`config.mk`:
```
export PLATFORM = sky130hd
export DESIGN_NAME = pcc_regs
export DESIGN_NICKNAME = d
export VERILOG_FILES = /design/src/design/pcc_strap_sync.v /design/src/design/pcc_regs.v
export VERILOG_INCLUDE_DIRS = /design/src /design/src/design
export SDC_FILE = /design/constraint.sdc
export NUM_CORES = 1
export LEC_CHECK = 0
export BUFFER_PORTS_ARGS = -buffer_cell sky130_fd_sc_hd__buf_2
export CAP_MARGIN = 0
export CELL_PAD_IN_SITES_DETAIL_PLACEMENT = 2
export CELL_PAD_IN_SITES_GLOBAL_PLACEMENT = 2
export CORE_ASPECT_RATIO = 0.9
export CORE_MARGIN = 2
export CORE_UTILIZATION = 32
export DETAILED_ROUTE_END_ITERATION = 12
export GPL_ROUTABILITY_DRIVEN = 0
export PLACE_DENSITY = 0.83
export SYNTH_ARGS = -nofsm -noshare
export SYNTH_HDL_FRONTEND = slang
export SYNTH_HIERARCHICAL = 1
export SYNTH_SLANG_ARGS = --single-unit
```
`constraint.sdc`:
```
create_clock -name ref_clk -period 2.3 [get_ports ref_clk]
set_input_delay 0 -clock ref_clk [delete_from_list [all_inputs] [get_ports ref_clk]]
set_output_delay 0 -clock ref_clk [all_outputs]
set_load 0.03 [all_outputs]
```
`src/design/pcc_defs.vh`:
```
/*
  Constants for the PCI concurrency and second-level cache control registers.
  Assumes inclusion by bare name from the design files; definitions only.
*/
`ifndef PCC_DEFS_VH
`define PCC_DEFS_VH

// ============================================================
// Configuration offsets
`define PCC_OFS_PCI_CTRL 8'h50
`define PCC_OFS_L2_CTRL 8'h52

// ============================================================
// Reset values and writable masks
`define PCC_PCI_CTRL_RESET 8'h00
`define PCC_PCI_CTRL_WMASK 8'h08
`define PCC_L2_LOW_RESET 4'h2
`define PCC_L2_STRAP_RESET 4'h0
`define PCC_L2_CTRL_WMASK 8'hFB
`define PCC_RD_IDLE 8'h00

// ============================================================
// Field positions
`define PCC_PCE_BIT 3
`define PCC_SIZE_HI 7
`define PCC_SIZE_LO 6
`define PCC_KIND_HI 5
`define PCC_KIND_LO 4
`define PCC_NAD_BIT 3
`define PCC_FMISS_BIT 1
`define PCC_L1EN_BIT 0
`define PCC_STRAP_HI 7
`define PCC_STRAP_LO 4
`define PCC_LOW_HI 3
`define PCC_LOW_LO 0

// ============================================================
// Field encodings
`define PCC_SIZE_NONE 2'h0
`define PCC_SIZE_256K 2'h1
`define PCC_SIZE_512K 2'h2
`define PCC_SIZE_RSVD 2'h3
`define PCC_KIND_TWO_BANK_PB 2'h3

`endif

```
`src/design/pcc_strap_sync.v`:
```
/*
  Synchroniser for the processor reset pin and the four host address strap
  pins, with a one-cycle load pulse on the rising edge of processor reset.
  Assumes the pins are asynchronous to ref_clk and straps are stable there.
*/
`timescale 1ns/10ps
`include "pcc_defs.vh"

module pcc_strap_sync (
  // Clock and reset
  input wire ref_clk,
  input wire reset,
  // Pins
  input wire processorResetPin,
  input wire [3:0] hostAddrPin,
  // Strap result
  output reg strapLoad_r,
  output reg [3:0] strapValue_r
);

  // ============================================================
  // Two-flop synchronisers, one per pin
  wire [4:0] pinIn;
  wire [4:0] pinSync;
  reg procResetDly_r;

  assign pinIn = {processorResetPin, hostAddrPin};

  genvar gi;
  generate
    for (gi = 0; gi < 5; gi = gi + 1) begin : gSync
      reg meta_r;
      reg sync_r;
      always @(posedge ref_clk) begin
        if (reset) begin
          meta_r <= 1'b0;
          sync_r <= 1'b0;
        end else begin
          meta_r <= pinIn[gi];
          sync_r <= meta_r;
        end
      end
      assign pinSync[gi] = sync_r;
    end
  endgenerate

  // ============================================================
  // Edge detect and inverted strap capture
  always @(posedge ref_clk) begin
    if (reset) begin
      procResetDly_r <= 1'b0;
      strapLoad_r <= 1'b0;
      strapValue_r <= `PCC_L2_STRAP_RESET;
    end else begin
      procResetDly_r <= pinSync[4];
      strapLoad_r <= pinSync[4] & ~procResetDly_r;
      if (pinSync[4] & ~procResetDly_r) begin
        strapValue_r <= ~pinSync[3:0];
      end
    end
  end

endmodule // pcc_strap_sync

```
`src/design/pcc_regs.v`:
```
/*
  PCI concurrency control and second-level cache control registers, with
  the bus hold-off, cache enable and next-address outputs they steer.
  Assumes configuration accesses, PCI master status and cache engine
  requests arrive from logic on ref_clk; strap and processor reset pins
  are asynchronous.
*/
// Contract
// - Concurrency on: processor may reach memory during peer traffic
// - Concurrency off: hold processor off during PCI master
// - Size field loads inverted address 31:30 strap
// - L2 runs only with size nonzero and L1 enabled
// - RAM kind field loads inverted address 29:28 strap
// - Kind 11 selects two-bank pipelined burst SRAM
// - 512K burst SRAM delays next-address one clock
// - Next-address disable set: output never asserted
// - Disable clear: next-address follows cache type, size
// - Cache register low nibble resets to 0010
// - L1 disabled: cache enable negated, no fills
// - Force miss makes every tag lookup miss
`timescale 1ns/10ps
`include "pcc_defs.vh"

module pcc_regs (
  // Clock and reset
  input wire ref_clk,
  input wire reset,
  // Configuration access
  input wire cfgWrite,
  input wire cfgRead,
  input wire [7:0] cfgAddr,
  input wire [7:0] cfgWrData,
  output reg [7:0] cfgRdData_r,
  output reg cfgRdValid_r,
  // Strap pins
  input wire processorResetPin,
  input wire [3:0] hostAddrPin,
  // PCI master status
  input wire pciMasterActive,
  input wire pciMasterIsCompanion,
  input wire pciTargetIsPeer,
  // Processor cycle status
  input wire cpuCacheableCycle,
  input wire cpuRead,
  input wire nextAddrRequest,
  input wire l2BurstRead,
  // Control outputs
  output reg cpuHoldOff_r,
  output reg cacheEnableOutN_r,
  output reg nextAddrOutN_r,
  output reg l2Enable_r,
  output reg l2FillAllow_r,
  output reg l2ForceMissOut_r,
  output reg l2TagInvalidate_r,
  output reg l2TwoBankPb_r,
  output reg [1:0] l2SizeKb_r,
  // Concurrency enable view
  output reg pciConcurrencyEnOut_r
);

  // ============================================================
  // Register state and next values
  reg pciConcurrencyEn_r;
  reg pciConcurrencyEn_nxt;
  reg [1:0] l2SizeSel_r;
  reg [1:0] l2SizeSel_nxt;
  reg [1:0] l2RamKind_r;
  reg [1:0] l2RamKind_nxt;
  reg nextAddrDisable_r;
  reg nextAddrDisable_nxt;
  reg l2ForceMiss_r;
  reg l2ForceMiss_nxt;
  reg l1CacheEn_r;
  reg l1CacheEn_nxt;
  reg nextAddrReqDly_r;

  // ============================================================
  // Output next values
  reg [7:0] cfgRdData_nxt;
  reg cfgRdValid_nxt;
  reg cpuHoldOff_nxt;
  reg cacheEnableOutN_nxt;
  reg nextAddrOutN_nxt;
  reg l2Enable_nxt;
  reg l2FillAllow_nxt;
  reg l2ForceMissOut_nxt;
  reg l2TagInvalidate_nxt;
  reg l2TwoBankPb_nxt;
  reg [1:0] l2SizeKb_nxt;
  reg pciConcurrencyEnOut_nxt;

  wire strapLoad;
  wire [3:0] strapValue;
  wire writePci;
  wire writeL2;
  wire [7:0] pciCtrlView;
  wire [7:0] l2CtrlView;
  wire l2Populated;
  wire l2Active;
  wire pb512;
  wire peerConcurrent;
  wire nextAddrWant;
  wire [7:0] pciResetWord;
  wire [3:0] l2LowReset;
  wire [3:0] l2StrapReset;
  wire [1:0] strapSize;
  wire [1:0] strapKind;
  wire [1:0] resetSize;
  wire [1:0] resetKind;

  // ============================================================
  // Strap capture
  pcc_strap_sync uStrap (
    .ref_clk(ref_clk),
    .reset(reset),
    .processorResetPin(processorResetPin),
    .hostAddrPin(hostAddrPin),
    .strapLoad_r(strapLoad),
    .strapValue_r(strapValue)
  );

  // ============================================================
  // Reset constants and strap fields
  assign pciResetWord = `PCC_PCI_CTRL_RESET;
  assign l2LowReset = `PCC_L2_LOW_RESET;
  assign l2StrapReset = `PCC_L2_STRAP_RESET;
  assign strapSize = strapValue[`PCC_SIZE_HI - `PCC_STRAP_LO:`PCC_SIZE_LO - `PCC_STRAP_LO];
  assign strapKind = strapValue[`PCC_KIND_HI - `PCC_STRAP_LO:`PCC_KIND_LO - `PCC_STRAP_LO];
  assign resetSize = l2StrapReset[`PCC_SIZE_HI - `PCC_STRAP_LO:`PCC_SIZE_LO - `PCC_STRAP_LO];
  assign resetKind = l2StrapReset[`PCC_KIND_HI - `PCC_STRAP_LO:`PCC_KIND_LO - `PCC_STRAP_LO];

  // ============================================================
  // Decode
  assign writePci = cfgWrite & (cfgAddr == `PCC_OFS_PCI_CTRL);
  assign writeL2 = cfgWrite & (cfgAddr == `PCC_OFS_L2_CTRL);

  // Reserved bits fixed at zero
  assign pciCtrlView = {4'h0, pciConcurrencyEn_r, 3'h0};
  assign l2CtrlView = {l2SizeSel_r, l2RamKind_r, nextAddrDisable_r, 1'h0,
    l2ForceMiss_r, l1CacheEn_r};

  // ============================================================
  // PCI control register
  always @* begin
    pciConcurrencyEn_nxt = pciConcurrencyEn_r;
    if (writePci) begin
      pciConcurrencyEn_nxt = cfgWrData[`PCC_PCE_BIT];
    end
  end

  always @(posedge ref_clk) begin
    if (reset) begin
      pciConcurrencyEn_r <= pciResetWord[`PCC_PCE_BIT];
    end else begin
      pciConcurrencyEn_r <= pciConcurrencyEn_nxt;
    end
  end

  // ============================================================
  // Cache control register
  // Strap load wins the upper nibble over a same-cycle write
  always @* begin
    l2SizeSel_nxt = l2SizeSel_r;
    l2RamKind_nxt = l2RamKind_r;
    nextAddrDisable_nxt = nextAddrDisable_r;
    l2ForceMiss_nxt = l2ForceMiss_r;
    l1CacheEn_nxt = l1CacheEn_r;
    if (strapLoad) begin
      l2SizeSel_nxt = strapSize;
      l2RamKind_nxt = strapKind;
    end else if (writeL2) begin
      l2SizeSel_nxt = cfgWrData[`PCC_SIZE_HI:`PCC_SIZE_LO];
      l2RamKind_nxt = cfgWrData[`PCC_KIND_HI:`PCC_KIND_LO];
    end
    if (writeL2) begin
      nextAddrDisable_nxt = cfgWrData[`PCC_NAD_BIT];
      l2ForceMiss_nxt = cfgWrData[`PCC_FMISS_BIT];
      l1CacheEn_nxt = cfgWrData[`PCC_L1EN_BIT];
    end
  end

  always @(posedge ref_clk) begin
    if (reset) begin
      l2SizeSel_r <= resetSize;
      l2RamKind_r <= resetKind;
      nextAddrDisable_r <= l2LowReset[`PCC_NAD_BIT];
      l2ForceMiss_r <= l2LowReset[`PCC_FMISS_BIT];
      l1CacheEn_r <= l2LowReset[`PCC_L1EN_BIT];
    end else begin
      l2SizeSel_r <= l2SizeSel_nxt;
      l2RamKind_r <= l2RamKind_nxt;
      nextAddrDisable_r <= nextAddrDisable_nxt;
      l2ForceMiss_r <= l2ForceMiss_nxt;
      l1CacheEn_r <= l1CacheEn_nxt;
    end
  end

  // ============================================================
  // Read path
  always @* begin
    cfgRdValid_nxt = cfgRead;
    cfgRdData_nxt = cfgRdData_r;
    if (cfgRead) begin
      case (cfgAddr)
        `PCC_OFS_PCI_CTRL: cfgRdData_nxt = pciCtrlView;
        `PCC_OFS_L2_CTRL: cfgRdData_nxt = l2CtrlView;
        default: cfgRdData_nxt = `PCC_RD_IDLE;
      endcase
    end
  end

  always @(posedge ref_clk) begin
    if (reset) begin
      cfgRdData_r <= `PCC_RD_IDLE;
      cfgRdValid_r <= 1'b0;
    end else begin
      cfgRdData_r <= cfgRdData_nxt;
      cfgRdValid_r <= cfgRdValid_nxt;
    end
  end

  // ============================================================
  // Cache mode decode
  assign l2Populated = (l2SizeSel_r != `PCC_SIZE_NONE);
  assign l2Active = l2Populated & l1CacheEn_r;
  assign pb512 = (l2SizeSel_r == `PCC_SIZE_512K) &
    (l2RamKind_r == `PCC_KIND_TWO_BANK_PB);

  // ============================================================
  // Bus concurrency
  assign peerConcurrent = pciConcurrencyEn_r & ~pciMasterIsCompanion &
    pciTargetIsPeer;

  always @* begin
    cpuHoldOff_nxt = pciMasterActive & ~peerConcurrent;
    pciConcurrencyEnOut_nxt = pciConcurrencyEn_r;
  end

  always @(posedge ref_clk) begin
    if (reset) begin
      cpuHoldOff_r <= 1'b0;
      pciConcurrencyEnOut_r <= 1'b0;
    end else begin
      cpuHoldOff_r <= cpuHoldOff_nxt;
      pciConcurrencyEnOut_r <= pciConcurrencyEnOut_nxt;
    end
  end

  // ============================================================
  // Cache enable, fills and tag lookups
  always @* begin
    cacheEnableOutN_nxt = ~(l1CacheEn_r & cpuCacheableCycle);
    l2Enable_nxt = l2Active;
    l2FillAllow_nxt = l2Active & ~l2ForceMiss_r;
    l2ForceMissOut_nxt = l2ForceMiss_r;
    l2TagInvalidate_nxt = l2Populated & ~l1CacheEn_r & l2ForceMiss_r & cpuRead;
    l2TwoBankPb_nxt = (l2RamKind_r == `PCC_KIND_TWO_BANK_PB);
    if (l2SizeSel_r == `PCC_SIZE_RSVD) begin
      l2SizeKb_nxt = `PCC_SIZE_NONE;
    end else begin
      l2SizeKb_nxt = l2SizeSel_r;
    end
  end

  always @(posedge ref_clk) begin
    if (reset) begin
      cacheEnableOutN_r <= 1'b1;
      l2Enable_r <= 1'b0;
      l2FillAllow_r <= 1'b0;
      l2ForceMissOut_r <= 1'b1;
      l2TagInvalidate_r <= 1'b0;
      l2TwoBankPb_r <= 1'b0;
      l2SizeKb_r <= `PCC_SIZE_NONE;
    end else begin
      cacheEnableOutN_r <= cacheEnableOutN_nxt;
      l2Enable_r <= l2Enable_nxt;
      l2FillAllow_r <= l2FillAllow_nxt;
      l2ForceMissOut_r <= l2ForceMissOut_nxt;
      l2TagInvalidate_r <= l2TagInvalidate_nxt;
      l2TwoBankPb_r <= l2TwoBankPb_nxt;
      l2SizeKb_r <= l2SizeKb_nxt;
    end
  end

  // ============================================================
  // Next-address output
  // Delayed copy avoids deselecting the active bank too early
  assign nextAddrWant = (pb512 & l2BurstRead) ? nextAddrReqDly_r : nextAddrRequest;

  always @* begin
    nextAddrOutN_nxt = ~(nextAddrWant & ~nextAddrDisable_r & l2Active);
  end

  always @(posedge ref_clk) begin
    if (reset) begin
      nextAddrReqDly_r <= 1'b0;
      nextAddrOutN_r <= 1'b1;
    end else begin
      nextAddrReqDly_r <= nextAddrRequest;
      nextAddrOutN_r <= nextAddrOutN_nxt;
    end
  end

endmodule // pcc_regs

```
After elaboration in Yosys (flattened, before gate mapping)
Cells that the tools add are included.
- register bits: 45
- input bits: 32
- output and inout port bits: 20
- word-level logic and storage cells: 71
- equality and inequality tests: 5
- muxes and demuxes: 6
- bitwise operators: 25
- reduce and logical (&&, ||, !) cells: 3
- operators by type and width (operator ; number):
    1-bit bitwise AND ; 16
    8-bit by 7-bit equality test with 1-bit output (second input constant) ; 2
    8-bit case mux with 2 select lines ; 1
    2-bit 2-to-1 mux ; 4
    1-bit inverter ; 8
    2-bit equality test (second input constant) ; 3
    4-bit inverter ; 1
    2-bit nonzero test ; 2
    2-bit OR reduction ; 1
    1-bit 2-to-1 mux ; 1

Depth between registers and ports, before layout
- word-level depth: 7
- gate-level depth with buffers: 4
- mapped depth without buffers: 3

Cells and area by module
The synthesis kept the hierarchy.
- by module, submodules not included (module ; instances ; cells an instance ; area each (µm²) ; sequential area each (µm²)):
    pcc_regs ; 1 ; 109 ; 1121.1 ; 560.5
    pcc_strap_sync ; 1 ; 43 ; 508.0 ; 320.3

Least setup slack after synthesis
No wires, ideal clock.
- path type: reg-to-reg
- start: register uStrap.strapLoad_r
- end: register l2SizeSel_r[1]
- data arrival time: 1.007 ns
- data required time: 2.213 ns
- path slack: 1.206 ns
- stages on the path, launching flop included: 4
- buffers on the path: 1
- period minus slack after synthesis: 1.094 ns
- cells stage by stage: dfxtp_1 > buf_1 > a31o_2 > a221oi_2
- cells in the longest elaborated chain, start to end: 1
- elaborated cells on any way between the ends: 2
- ends and longest elaborated chain (item ; line ; RTL):
    start, declared ; pcc_strap_sync.v:17 ; output reg strapLoad_r,
    start signal, assigned ; pcc_strap_sync.v:56 ; strapLoad_r <= pinSync[4] & ~procResetDly_r;
    2-bit 2-to-1 mux or 2-bit nonzero test (tied branches) ; n/a ;
    end signal, assigned ; pcc_regs.v:184 ; l2SizeSel_r <= resetSize;
    end signal, assigned ; pcc_regs.v:190 ; l2SizeSel_r <= l2SizeSel_nxt;
    end, declared ; pcc_regs.v:65 ; reg [1:0] l2SizeSel_r;
Several ways; a longest one is shown, not always the timed one.
A chain may end at the register's enable or synchronous reset.

Final worst setup path
- start: input pciTargetIsPeer
- end: register cpuHoldOff_r
- cells in the longest elaborated chain, start to end: 3
- ends and longest elaborated chain (item ; line ; RTL):
    start, declared ; pcc_regs.v:41 ; input wire pciTargetIsPeer,
    1-bit bitwise AND ; pcc_regs.v:231 ; assign peerConcurrent = pciConcurrencyEn_r & ~pciMasterIsCompanion &
    1-bit inverter ; pcc_regs.v:235 ; cpuHoldOff_nxt = pciMasterActive & ~peerConcurrent;
    1-bit bitwise AND ; pcc_regs.v:235 ;
    end signal, assigned ; pcc_regs.v:244 ; cpuHoldOff_r <= cpuHoldOff_nxt;
    end, declared ; pcc_regs.v:48 ; output reg cpuHoldOff_r,
Every way passes these cells.

==> results.toml <==
[setup_path]
crit_buf_inv = 3
cp.required_ns = 2.53
max_stage_delay_ns = 0.57
worstPathMaxFanout = 1
crit_top_cell = "dlygate4sd3_1"
criticalPathCategory = "in -> reg"
arrival_ns = 1.45
start_kind = "primary input"
crit_path_end_kind = "flip-flop"
slowest_stage = "dlygate4sd3_1"
cp_cell_sequence = "dlygate4sd3_1, buf_2, a311oi_1, dlygate4sd3_1"
crit_family = "buffers and inverters"

[clock_network]
cts_root_buffer = "clkbuf_8"
cts_tree = "yes"
cts_made_buffers = 5
cts_buffer_depth = 2
htree_levels = 2
ctsResizeCount = 0
path_clk_slew_ns = 0.08
clk_latency_ns = 0.28
cts.sinks = 44

[detailed_routing]
drt_iter0_drc = 64
viasPerCell = 4.715
ant_nets = 0
firstDrtPassIters = 2
drc = 0
wl_per_cell_um = 16.15
wirelength_mm = 4.473
num_vias = 1306

[synth]
async_flop_share_pct = 0
synthTopCellsByCount = "dfxtp_1, nor2b_1, nor2_1"
synth_ff_type = "dfxtp_1"
synth_top_area_share_pct = 54.07
synth-warning-count = 6
synth.top_cells.by_area = "dfxtp_1, nor2b_1, mux2i_1"
synth_seq_area_share_pct = 54.07
synth_nets = 184
syn_inst = 152
synth_edf_count = 0
syn_area_per_cell_um2 = 10.72
synth_most_common_cell = "dfxtp_1"
synth_seq_cells = 44
yosys.area.top_type = "dfxtp_1"
synth.cell_area_um2 = 1629
synthDistinctLibCells = 32

[power]
pwr_density_cell_nw_per_um2 = 642.9
p_leak_nw = 0.9085
irDropWorstVdd_v = 0.0004938

[floorplanning]
initial_core_util_pct = 33.49
die_h_um = 71.69
die_area_um2 = 5679
core_area_um2 = 4865
ios = 52
fp.dieW_um = 79.21
rows = 24

[global_route]
overflow = 0
track_usage_pct = 16.84
grt_max_degree = 47
grt_pass1_wl_mm = 7.348
grt_pass1_vias = 1509
antenna_found_initial = 0

[finish]
antennaDiodeCount = 0
fillerInstances = 532
synthToLayoutAreaGrowth_pct = 30.03
layout.nets = 244
instances_no_fill = 277
register_area_um2 = 880.8
multiInputGateArea_um2 = 690.7
fin_util_pct = 43.54
layout-drive-gt1-share_pct = 32.55

[timing]
fmax_mhz = 816.4
tns_ns = 0
clock-skew-final_ns = 0.008327
rsz0062_at_grt = "false"
max_slew_margin_pct = 45.96
setup_viol = 0
period_share_pct = 53.25
fin_hold_ws_ns = 0.03337
fin_crit_ns = 1.225
final_hold_viol_count = 0
worst_slew_pin_slew_ns = 0.8105
slew_viol_final = 0

[hold_path]
hp-class = "in -> reg"

[placement]
dpl.hpwl_mm = 3.293
dpl.cell_count = 258
portBuffers = 49

[outcome]
status = "completed"

[flow_run]
cap_violations = 0
==> per-stage QoR <==
step / power [mW] / setup WS [ns] / area [um^2]
floorplan: 0.8701 / 1.206 / 1629
global placement: 0.9073 / 0.9687 / 1921
detailed placement: 0.9184 / 0.8660 / 1921
CTS: 1.382 / 1.066 / 2118
global route: 1.435 / 1.049 / 2118
finish: 1.362 / 1.075 / 2118
==> state kept, by name, summed over array words and instances, names as in the netlist, 2 cells and up <==
name / cells
l2SizeKb_r: 2
uStrap/strapValue_r: 4
l2RamKind_r: 2
uStrap/gSync.meta_r: 5
cfgRdData_r: 7
l2SizeSel_r: 2
uStrap/gSync.sync_r: 5
==> placed cells by master (no fill, tap or decap) <==
master / n
a21boi_0: 1
a21oi_1: 7
a221oi_2: 4
a311oi_1: 1
a31o_2: 1
and2b_1: 1
and3_1: 1
and4b_1: 1
buf_2: 49
buf_4: 1
clkbuf_1: 1
clkbuf_8: 5
clkinv_2: 1
conb_1: 1
dfxtp_1: 44
dlygate4sd3_1: 12
inv_1: 4
mux2_2: 5
mux2i_1: 8
nand2_1: 2
nand2b_1: 12
nand3_4: 1
nand3b_1: 1
nand4_1: 7
nand4b_1: 1
nor2_1: 13
nor2b_1: 17
nor2b_4: 1
nor3_1: 2
nor3b_1: 3
nor4_1: 1
nor4b_4: 1
nor4bb_1: 1
o21ai_0: 1
==> worst paths after layout <==
| path | cells after the start | from | slack [ns] | endpoint |
|---|---|---|---|---|
| min reg2reg | 1 | uStrap/gSync[0].meta_r$_SDFF_PP0_ | 0.45 | uStrap/gSync[0].sync_r$_SDFF_PP0_ |
| max | 4 | pciTargetIsPeer | 1.08 | cpuHoldOff_r$_SDFF_PP0_ |
| max reg2reg | 3 | l2SizeSel_r[1]$_SDFFE_PP0P_ | 1.14 | nextAddrOutN_r$_SDFF_PP1_ |
| min | 3 | cfgWrData[3] | 0.03 | nextAddrDisable_r$_SDFFE_PP0P_ |
==> worst min-delay path: stages <==
cell      delay (ns)
buf_2           0.10
nand2b_1        0.09
mux2i_1         0.08
==> layout make-up <==
type | count | share of cell area (%)
clock buffers | 6 | 3.426
clock inverters | 1 | 0.2363
inverters | 4 | 0.7088
multi-input cells | 95 | 32.60
flip-flops and latches | 44 | 41.58
well taps | 65 | 3.839
repair buffers | 62 | 17.60
==> cell families after synthesis <==
| group | after synthesis | synth area share (%) |
|---|---|---|
| other | 1 | 0.2302 |
| multiplexers | 13 | 8.372 |
| AND/OR/NAND/NOR | 66 | 26.11 |
| buffers and inverters | 13 | 3.532 |
| flip-flops | 44 | 54.07 |
| AO/OA/AOI/OAI | 15 | 7.680 |
==> power breakdown <==
part	internal, mW	switching (mW)	total (mW)
Clock	0.207	0.241	0.448
Combinational	0.0621	0.0613	0.123
Sequential	0.781	0.0103	0.791
==> layer usage <==
metal | vias up | part of all wire, % | GRT usage [%]
li1 | 634 | - | -
met1 | 644 | 39 | 18.24
met2 | 24 | 57 | 32.30
met3 | 4 | 3.1 | 4.282
met4 | 0 | 1.0 | 4.598
met5 | - | 0 | 0
==> what timing repair did <==
| item | in CTS | in global routing |
|---|---|---|
| hold endpoints to repair | 11 | 0 |
| endpoints found under the setup margin | 0 | 0 |
| hold buffers | 12 | 0 |
| setup buffers | 0 | 0 |
No activity file was read; power rests on OpenSTA's default activity.
